**src/verilog/rss_pkg.sv**
```systemverilog
// Purpose: constants and types for the reset and start-up sequencer
// Assumes: 10 MHz reference clock
// Notes:   FILT_CYC derived from FILT_NS; other counts given directly
package rss_pkg;
  // ==========================================================
  // timing
  localparam int unsigned CLK_HZ         = 10000000;
  localparam int unsigned POWER_UP_TIMER_MS        = 72;
  localparam int unsigned POWER_UP_TIMER_CYC       = 720000; // 72 ms at 10 MHz
  localparam int unsigned OST_CYCLES     = 1024;
  localparam int unsigned FILT_NS        = 500;
  localparam int unsigned FILT_CYC       = (FILT_NS * (CLK_HZ / 1000000))
                                           / 1000;
  localparam int unsigned RC_DIV         = 16; // internal rc tick divider
  localparam logic [4:0]  FILT_CYC_W     = 5'(FILT_CYC);
  localparam logic [3:0]  RC_DIV_LAST    = 4'(RC_DIV - 1);
  localparam logic [10:0] OST_LAST       = 11'(OST_CYCLES - 1);
  // ==========================================================
  // oscillator select encodings
  localparam logic [1:0] OSC_RC  = 2'h3;
  localparam logic [1:0] OSC_HS  = 2'h2;
  localparam logic [1:0] OSC_XT  = 2'h1;
  localparam logic [1:0] OSC_LP  = 2'h0;
  // ==========================================================
  // reset cause codes
  typedef enum logic [2:0] {
    CAUSE_POR    = 3'h0,
    CAUSE_MC_RUN = 3'h1,
    CAUSE_MC_SLP = 3'h2,
    CAUSE_WD_RST = 3'h3,
    CAUSE_WD_WAK = 3'h4,
    CAUSE_BOR    = 3'h5
  } rss_cause_t;
  // sequencer states, one-hot
  typedef enum logic [4:0] {
    ST_HOLD = 5'h01,
    ST_POWER_UP_TIMER = 5'h02,
    ST_OST  = 5'h04,
    ST_RUN  = 5'h08,
    ST_SLP  = 5'h10
  } rss_state_t;
  localparam logic FLAG_RST = 1'b1;
endpackage : rss_pkg

```
**src/verilog/rss_sequencer.sv**
```systemverilog
// Purpose: reset cause decode, master clear filter, power-up and
//          oscillator start-up delay sequencing
// Assumes: 10 MHz clock; power-on and brown-out arrive as pulses/levels
// Notes:   timers run on edge enables from rc_osc_tick_i and clock_input_pin_i
`timescale 1ns/1ps
module rss_sequencer (
  // clock and reset
  input  wire logic       ref_clk_i,
  input  wire logic       resetn_i,
  // pins and analog events
  input  wire logic       master_clear_pin_n_i,
  input  wire logic       power_on_pulse_i,
  input  wire logic       brownout_reset_i,
  input  wire logic       clock_input_pin_i,
  input  wire logic       rc_osc_tick_i,
  // core side
  input  wire logic       watchdog_timer_expire_i,
  input  wire logic       sleep_req_i,
  input  wire logic       wake_irq_i,
  // configuration
  input  wire logic       power_up_timer_en_i,
  input  wire logic       brownout_en_i,
  input  wire logic [1:0] oscillator_select_bits_i,
  // status
  output logic            core_reset_o,
  output logic            wake_resume_o,
  output logic            timeout_flag_o,
  output logic            powerdown_flag_o,
  output logic [2:0]      cause_o,
  output logic            sleeping_o,
  output logic            master_clear_oe_o
);
  typedef struct packed {
    logic [1:0]         rst_sync;
    logic [1:0]         mc_sync;
    logic [1:0]         ck_sync;
    logic [1:0]         rc_sync;
    logic               ck_prev;
    logic               rc_prev;
    logic [4:0]         filt_cnt;
    logic               mc_low;
    logic [19:0]        power_up_timer_cnt;
    logic [10:0]        ost_cnt;
    rss_pkg::rss_state_t st;
    logic               core_rst;
    logic               wake;
    logic               to_f;
    logic               pd_f;
    logic [2:0]         cause;
  } rss_reg_t;
  rss_reg_t s_r, s_nxt;
  logic     rst_n;
  assign rst_n = s_r.rst_sync[1];

  function automatic logic is_crystal(input logic [1:0] sel);
    is_crystal = (sel != rss_pkg::OSC_RC);
  endfunction : is_crystal

  // ==========================================================
  // next state
  always_comb begin
    logic ck_edge;
    logic rc_tick;
    logic mc_fire;
    logic power_up_timer_on;
    ck_edge = 1'b0;
    rc_tick = 1'b0;
    mc_fire = 1'b0;
    power_up_timer_on = 1'b0;
    s_nxt = s_r;
    s_nxt.rst_sync = {s_r.rst_sync[0], 1'b1};
    s_nxt.mc_sync  = {s_r.mc_sync[0], master_clear_pin_n_i};
    s_nxt.ck_sync  = {s_r.ck_sync[0], clock_input_pin_i};
    s_nxt.rc_sync  = {s_r.rc_sync[0], rc_osc_tick_i};
    s_nxt.ck_prev  = s_r.ck_sync[1];
    s_nxt.rc_prev  = s_r.rc_sync[1];
    ck_edge = s_r.ck_sync[1] & ~s_r.ck_prev;
    rc_tick = s_r.rc_sync[1] & ~s_r.rc_prev;
    s_nxt.wake = 1'b0;
    // glitch filter: low must persist FILT_CYC + 1 cycles
    if (s_r.mc_sync[1]) begin
      s_nxt.filt_cnt = '0;
      s_nxt.mc_low   = 1'b0;
    end else if (s_r.filt_cnt == rss_pkg::FILT_CYC_W) begin
      s_nxt.mc_low = 1'b1;
    end else begin
      s_nxt.filt_cnt = s_r.filt_cnt + 5'h01;
    end
    mc_fire = s_nxt.mc_low & ~s_r.mc_low;
    power_up_timer_on = ~power_up_timer_en_i | brownout_en_i;
    if (power_on_pulse_i) begin
      s_nxt.cause = rss_pkg::CAUSE_POR;
      s_nxt.to_f  = rss_pkg::FLAG_RST;
      s_nxt.pd_f  = rss_pkg::FLAG_RST;
      s_nxt.st    = rss_pkg::ST_HOLD;
      s_nxt.core_rst = 1'b1;
    end else if (brownout_en_i && brownout_reset_i) begin
      s_nxt.cause = rss_pkg::CAUSE_BOR;
      s_nxt.to_f  = 1'b1;
      s_nxt.pd_f  = 1'b1;
      s_nxt.st    = rss_pkg::ST_HOLD;
      s_nxt.core_rst = 1'b1;
    end else if (s_nxt.mc_low) begin
      s_nxt.core_rst = 1'b1;
      if (mc_fire && s_r.st == rss_pkg::ST_SLP) begin
        s_nxt.cause = rss_pkg::CAUSE_MC_SLP;
        s_nxt.to_f  = 1'b1;
        s_nxt.pd_f  = 1'b0;
      end else if (mc_fire && s_r.st == rss_pkg::ST_RUN) begin
        s_nxt.cause = rss_pkg::CAUSE_MC_RUN;
      end
      if (s_r.st == rss_pkg::ST_RUN || s_r.st == rss_pkg::ST_SLP)
        s_nxt.st = rss_pkg::ST_RUN;
    end else begin
      case (s_r.st)
        rss_pkg::ST_HOLD: begin
          s_nxt.power_up_timer_cnt = '0;
          s_nxt.ost_cnt  = '0;
          // power-up delay only after power-on or brownout
          if (power_up_timer_on && (s_r.cause == rss_pkg::CAUSE_POR ||
                          s_r.cause == rss_pkg::CAUSE_BOR))
            s_nxt.st = rss_pkg::ST_POWER_UP_TIMER;
          else if (is_crystal(oscillator_select_bits_i) &&
                   s_r.cause == rss_pkg::CAUSE_POR)
            s_nxt.st = rss_pkg::ST_OST;
          else begin
            s_nxt.st = rss_pkg::ST_RUN;
            s_nxt.core_rst = 1'b0;
          end
        end
        rss_pkg::ST_POWER_UP_TIMER: begin
          s_nxt.core_rst = 1'b1;
          if (rc_tick) s_nxt.power_up_timer_cnt = s_r.power_up_timer_cnt + 20'h00001;
          if (s_r.power_up_timer_cnt ==
              20'(rss_pkg::POWER_UP_TIMER_CYC / rss_pkg::RC_DIV)) begin
            if (is_crystal(oscillator_select_bits_i))
              s_nxt.st = rss_pkg::ST_OST;
            else begin
              s_nxt.st = rss_pkg::ST_RUN;
              s_nxt.core_rst = 1'b0;
            end
          end
        end
        rss_pkg::ST_OST: begin
          if (ck_edge) begin
            s_nxt.ost_cnt = s_r.ost_cnt + 11'h001;
            if (s_r.ost_cnt == rss_pkg::OST_LAST) begin
              s_nxt.st = s_r.core_rst ? rss_pkg::ST_RUN
                                      : rss_pkg::ST_RUN;
              if (!s_r.core_rst) s_nxt.wake = 1'b1;
              s_nxt.core_rst = 1'b0;
            end
          end
        end
        rss_pkg::ST_RUN: begin
          s_nxt.core_rst = 1'b0;
          if (watchdog_timer_expire_i) begin
            s_nxt.cause = rss_pkg::CAUSE_WD_RST;
            s_nxt.to_f  = 1'b0;
            s_nxt.pd_f  = 1'b1;
            s_nxt.core_rst = 1'b1;
            s_nxt.st    = rss_pkg::ST_HOLD;
          end else if (sleep_req_i) begin
            s_nxt.st   = rss_pkg::ST_SLP;
            s_nxt.pd_f = 1'b0;
            s_nxt.to_f = 1'b1;
          end
        end
        rss_pkg::ST_SLP: begin
          if (watchdog_timer_expire_i || wake_irq_i) begin
            if (watchdog_timer_expire_i) begin
              s_nxt.cause = rss_pkg::CAUSE_WD_WAK;
              s_nxt.to_f  = 1'b0;
            end
            s_nxt.ost_cnt = '0;
            if (is_crystal(oscillator_select_bits_i))
              s_nxt.st = rss_pkg::ST_OST;
            else begin
              s_nxt.st   = rss_pkg::ST_RUN;
              s_nxt.wake = 1'b1;
            end
          end
        end
        default: s_nxt.st = rss_pkg::ST_HOLD;
      endcase
    end
  end

  // ==========================================================
  // state register; power-on defaults
  always_ff @(posedge ref_clk_i or negedge resetn_i) begin
    if (!resetn_i) begin
      s_r <= '0;
      s_r.st <= rss_pkg::ST_HOLD;
      s_r.core_rst <= 1'b1;
      s_r.to_f <= 1'b1;
      s_r.pd_f <= 1'b1;
      s_r.mc_sync <= 2'h3;
    end else if (!rst_n) begin
      s_r.rst_sync <= s_nxt.rst_sync;
    end else begin
      s_r <= s_nxt;
    end
  end

  // outputs straight from flops; pin never driven
  assign core_reset_o      = s_r.core_rst;
  assign wake_resume_o     = s_r.wake;
  assign timeout_flag_o    = s_r.to_f;
  assign powerdown_flag_o  = s_r.pd_f;
  assign cause_o           = s_r.cause;
  assign sleeping_o        = s_r.st[4];
  assign master_clear_oe_o = s_r.rst_sync[1] & 1'b0;

  // ==========================================================
  // checks
  wd_no_pin_a: assert property (@(posedge ref_clk_i) disable iff (!rst_n)
    !master_clear_oe_o) else $error("pin driven");
  power_up_timer_hold_a: assert property (@(posedge ref_clk_i) disable iff (!rst_n)
    s_r.st == rss_pkg::ST_POWER_UP_TIMER |-> core_reset_o)
    else $error("reset dropped in power_up_timer");
  release_ost_a: assert property (@(posedge ref_clk_i) disable iff (!rst_n)
    $past(s_r.st) == rss_pkg::ST_OST && s_r.st == rss_pkg::ST_RUN
    |-> $past(s_r.ost_cnt) == rss_pkg::OST_LAST)
    else $error("early start-up release");
  rc_no_ost_a: assert property (@(posedge ref_clk_i) disable iff (!rst_n)
    oscillator_select_bits_i == rss_pkg::OSC_RC &&
    s_r.st != rss_pkg::ST_OST |=> s_r.st != rss_pkg::ST_OST)
    else $error("start-up in rc");
  por_flags_a: assert property (@(posedge ref_clk_i) disable iff (!rst_n)
    power_on_pulse_i |=> timeout_flag_o && powerdown_flag_o &&
    cause_o == rss_pkg::CAUSE_POR) else $error("por flags");
  wake_keep_a: assert property (@(posedge ref_clk_i) disable iff (!rst_n)
    wake_resume_o |-> !core_reset_o)
    else $error("wake reset core");
  short_pulse_a: assert property (@(posedge ref_clk_i) disable iff (!rst_n)
    $rose(s_r.mc_low) |-> !s_r.mc_sync[1][*3])
    else $error("short pulse taken");
  wdt_rst_a: assert property (@(posedge ref_clk_i) disable iff (!rst_n)
    s_r.st == rss_pkg::ST_RUN && watchdog_timer_expire_i && !s_nxt.mc_low &&
    !power_on_pulse_i && !(brownout_en_i && brownout_reset_i)
    |=> core_reset_o && !timeout_flag_o) else $error("wdt reset");
endmodule : rss_sequencer

```
**config.mk**
```make
export PLATFORM = sky130hd
export DESIGN_NAME = rss_sequencer
export DESIGN_NICKNAME = d
export VERILOG_FILES = /design/src/verilog/rss_pkg.sv /design/src/verilog/rss_sequencer.sv
export SDC_FILE = /design/constraint.sdc
export NUM_CORES = 1
export LEC_CHECK = 0
export BUFFER_PORTS_ARGS = -buffer_cell sky130_fd_sc_hd__buf_2
export CELL_PAD_IN_SITES_DETAIL_PLACEMENT = 0
export CELL_PAD_IN_SITES_GLOBAL_PLACEMENT = 1
export CORE_UTILIZATION = 50
export DETAILED_ROUTE_END_ITERATION = 6
export PLACE_DENSITY_LB_ADDON = 0.1
export SYNTH_ARGS = -nofsm -noshare
export SYNTH_HDL_FRONTEND = slang
export SYNTH_SLANG_ARGS = --single-unit
```
**constraint.sdc**
```tcl
create_clock -name ref_clk_i -period 4.5 [get_ports ref_clk_i]
set_input_delay 0.9 -clock ref_clk_i [delete_from_list [all_inputs] [get_ports ref_clk_i]]
set_output_delay 0.9 -clock ref_clk_i [all_outputs]
set_load 0.01 [all_outputs]
```
# Word level (Yosys, flattened, before mapping)
# Index checks and enable logic that the tools add are counted.
[op_classes] bitwise_logic=11 addsub=3 n_reduce_logical=23 div=0 n_shift=0 n_eq_ne=26 magnitude_cmp=0 n_mul=0 muxes=47
[ops] op="case mux 20 bit (2 select lines)" count=1
[ops] op="two-way mux 5 bit" count=7
[ops] op="inequality test 5 bit (second input constant)" count=7
[ops] op="case mux 11 bit (3 select lines)" count=1
[ops] op="two-way mux 6 bit" count=5
[ops] op="case mux 5 bit (5 select lines)" count=1
[ops] op="AND reduction 6 bit" count=4
[ops] op="adder 20 x 1 -> 20 bit (second input constant)" count=1
[ops] op="== test 20 x 16 -> 1 bit (second input constant)" count=1
[ops] op="two-way mux 20 bit" count=1
[ops] op="two-way mux 18 bit" count=1
[ops] op="two-way mux 16 bit" count=1
[ops] op="two-way mux 3 bit" count=5
[ops] op="AND reduction 7 bit" count=2
[ops] op="two-way mux 1 bit" count=12
[ops] op="two-way mux 4 bit" count=3
[ops] op="adder 11 x 1 -> 11 bit (second input constant)" count=1
[ops] op="== test 11 x 10 -> 1 bit (second input constant)" count=1
[ops] op="== test 5 x 3 -> 1 bit (second input constant)" count=2
[ops] op="nonzero test 5 bit" count=2
[ops] op="two-way mux 2 bit" count=4
[ops] op="inequality test 2 bit (second input constant)" count=4
[ops] op="inequality test 4 x 2 -> 1 bit (second input constant)" count=2
[ops] op="two-way mux 7 bit" count=1
[ops] op="other kinds (25)" count=40
[totals] latch_bits=0 ff_bits=59 in_bits=14 output_inout_bits=9 rom_bits=0 n_memories=0 wordCells=126 mem_bits_rw=0

# Longest topological paths before layout
[logic_depth] word_depth=10 depth_mapped=10

# Worst setup path after synthesis
# No wires, ideal clock.
[synth_path] kind="input to register" startpoint="input port brownout_reset_i" endpoint="register s_r[38] (netlist name)" stages=7 path_buffers=2 setup_slack_ns=2.206 t_arrival_ns=2.157 t_required_ns=4.364 path_cell_list="a21oi_1 -> and2_1 -> o2111ai_4 -> clkbuf_1 -> clkbuf_1 -> o31ai_1 -> a21oi_1"
[synth_via] elab_chain_len=3
[synth_lines] item="start: declaration" line="rss_sequencer.sv:13" text="input wire logic brownout_reset_i,"
[synth_lines] item="logical AND 1 bit" line="rss_sequencer.sv:97" text="end else if (brownout_en_i && brownout_reset_i) begin"
[synth_lines] item="NOT 1 bit (no source line)"
[synth_lines] item="AND reduction 6 bit (no source line)"
[synth_lines] item="end signal: assignment" line="rss_sequencer.sv:202" text="s_r <= s_nxt;"
[synth_lines] item="end: declaration" line="rss_sequencer.sv:51" text="rss_reg_t s_r, s_nxt;"
# No other way between the ends.
# A chain may end at the register's enable or synchronous reset.

# Worst setup path after layout
[layout_path] startpoint="register s_r[44] (netlist name)" endpoint="register s_r[36] (netlist name)"
[layout_via] elab_chain_len=5
[layout_lines] item="== test 5 x 3 -> 1 bit" line="rss_sequencer.sv:84" text="end else if (s_r.filt_cnt == rss_pkg::FILT_CYC_W) begin"
[layout_lines] item="two-way mux 1 bit" line="rss_sequencer.sv:84"
[layout_lines] item="two-way mux 6 bit" line="rss_sequencer.sv:81" text="if (s_r.mc_sync[1]) begin"
[layout_lines] item="NOT 1 bit (no source line)"
[layout_lines] item="AND reduction 6 bit (no source line)"
# No other way between the ends.

==> results.cfg <==
[layout]
fillers = 657
syn_to_final_growth_pct = 9.323
layout-drive-gt1-share_pct = 15.22
final_cell_count_no_fill = 510
multi_input_area_sq_um = 1922
seq_area_sq_um = 1484
fin_nets = 428
final_area_sq_um = 3902
antenna_cells = 0

[grt]
overflow = 0
grt_pass1_wl_microns = 14480
grt_max_degree = 33
grt_usage_pct = 24.66
antenna_found_initial = 0
first_global_vias = 3085

[power]
power.leakage_nw = 1.513
p_per_area_nw_per_um2 = 357.9
peakVddDrop_uv = 197.2

[sta]
worst_pin_slew_ns = 0.9272
holdWs_ns = 0.3642
max_clock_freq_mhz = 354.0
setup_viol = 0
slew_headroom_pct = 36.59
layout_min_cycle_time_ns = 2.825
rsz0062_at_grt = false
setup_slack_ns = 1.675
final_hold_viol_count = 0
finClkSkew_ns = 0.01413
fin_crit_sh_pct = 62.77
slew_viol_final = 0
setup_tns_ns = 0

[logic_synthesis]
synth_warnings = 0
async_flop_share_pct = 100.0
ys_ff_latch = 59
synth_xor_xnor_area_share_pct = 0.4907
synth_top_area_share_pct = 37.15
synthTopCellsByArea = dfrtp_1, a21oi_1, o21ai_0
syn_area_per_cell_sq_um = 8.992
synth_common_cells = dfrtp_1, a21oi_1, o21ai_0
synthAdderAreaFrac_pct = 1.753
yosys_most_used_dff = dfrtp_1
synth_cell_type_count = 57
synth_area_sq_um = 3570
synth_top_family_by_area = compound AO/OA/AOI/OAI gates
yosysSeqAreaShare_pct = 41.57
synth_cells = 397
synth_edf_count = 0
syn_nets = 416
synth_most_common_cell = dfrtp_1
synth-compound-area-share_pct = 24.43
synthMuxAreaShare_pct = 3.470
synth-simple-area-share_pct = 23.48
synth.largest_area_cell = dfrtp_1

[min_path]
min_path_cells = 0
hold_class = flop to flop

[clocking]
cts_setup_buffers = 0
numCtsBuffers = 9
cts_tree = yes
clock_sinks = 59
cts_max_level = 3
clk_pin_slew_ns = 0.08
clk_latency_ns = 0.34
cts_root_buf = clkbuf_8
cts_max_path_buffers = 2
post_cts_resized = 0
cts-hold-fix-buffers = 0

[setup_path]
worstSetupEndpointType = flop
worstPathArrival_ns = 3.09
crit_path_cell_trace = ha_1 > nand4bb_1 > a21o_1 > o2111ai_4 > or4_1 > a21oi_1
worst-path-buf-inv = 0
critPathMaxFanout = 32
start_kind = flop
slowest_delay_ns = 0.65
critical_path_class = flop to flop
slowest_stage = or4_1
crit_cells = 6
cpLargestDelayFamily = compound AO/OA/AOI/OAI gates
reg2reg_depth = 6
cp_data_required_time_ns = 4.77

[die]
start_util_pct = 52.25
die_h_microns = 86.50
die-area_sq_um = 7481
rows = 30
die_w_microns = 86.50
ios = 23
core-area_sq_um = 6832

[drt]
routed_wl_microns = 8456
drc = 0
vias = 3170
avgViaCountPerCell = 6.216
ant_nets = 0
avgRoutedWirePerCell_microns = 16.58
dr.pass1.iters = 4
first_iter_violations = 143

[place]
hpwlAfterDp_microns = 5722
dp.cells = 494
place.gp.congestion = 0.9142
preCtsSetupSlack_ns = 1.561
placed_cell_area_sq_um = 3710
io_buffer_count = 21

[status]
status = completed

[flow_run]
cap_violations = 0
## final timing paths
| check | startpoint | endpoint | slack (ns) |
|---|---|---|---|
| min | s_nxt[58] | rst_n | 0.36 |
| min reg2reg | s_nxt[58] | rst_n | 0.36 |
| min in group asynchronous | resetn_i | s_r[31] | 0.61 |
| max reg2reg | s_r[44] | s_r[36] | 1.68 |
| max in group asynchronous | resetn_i | s_nxt[56] | 2.99 |
| max | s_r[44] | s_r[36] | 1.68 |
## area by class of cell
class                           instances  area share, %
Sequential cell                        59          38.02
Multi-Input combinational cell        301          49.25
Tap cell                               96          3.078
Clock buffer                           10          3.270
Clock inverter                          6          1.667
Inverter                               13          1.250
Timing Repair Buffer                   25          3.463
## report_power, final
| part | internal [W] | total (W) | switching, W |
|---|---|---|---|
| combinational | 0.000112 | 0.000268 | 0.000156 |
| sequential | 0.000581 | 0.000645 | 0.0000645 |
| clock | 0.000257 | 0.000484 | 0.000227 |
| total | 0.000949 | 0.00140 | 0.000447 |
## layer usage
layer,GRT usage (%),share of wire [%]
met2,38.74,46
met3,5.429,4.6
met5,0,0
met1,33.07,47
met4,10.15,2.0
## flip-flops by register name (all words and copies together) (netlist names)
register	flops
sleeping_o	1
rst_n	1
timeout_flag_o	1
s_r	44
cause_o	3
wake_resume_o	1
s_nxt	6
core_reset_o	1
powerdown_flag_o	1
## cell families (layout without fill, tap and decap cells)
logic type / Yosys count / after routing
and+or+nand+nor: 148 / 148
AOI/OAI and AO/OA: 133 / 133
DFF: 59 / 59
buffers and inverters: 37 / 54
muxes: 11 / 11
adders and majority gates: 5 / 5
other: 2 / 2
xor gates and xnor gates: 2 / 2
## cell usage in the layout, fill, tap and decap left out, types with 8 or more instances in the layout
| cell type | Yosys | routed |
|---|---|---|
| a21oi_1 | 35 | 35 |
| and3_1 | 8 | 8 |
| buf_2 | 2 | 21 |
| clkbuf_8 | 0 | 9 |
| dfrtp_1 | 53 | 53 |
| inv_1 | 13 | 13 |
| mux2_2 | 11 | 11 |
| nand2_1 | 29 | 29 |
| nand3_1 | 19 | 19 |
| nor2_1 | 16 | 16 |
| nor3_1 | 14 | 14 |
| o21ai_0 | 32 | 32 |
| o31ai_1 | 20 | 20 |
| or3_1 | 8 | 8 |
| or4_1 | 13 | 13 |
## per-stage QoR
stage	power [W]	util, %
4_1_cts	0.001408	57.12
2_1_floorplan	0.0008378	-
3_3_place_gp	0.0009139	54.30
3_5_place_dp	0.0009158	54.30
6_report	0.001397	57.12
5_1_grt	0.001468	57.12
No activity file was read; power rests on OpenSTA's default activity.
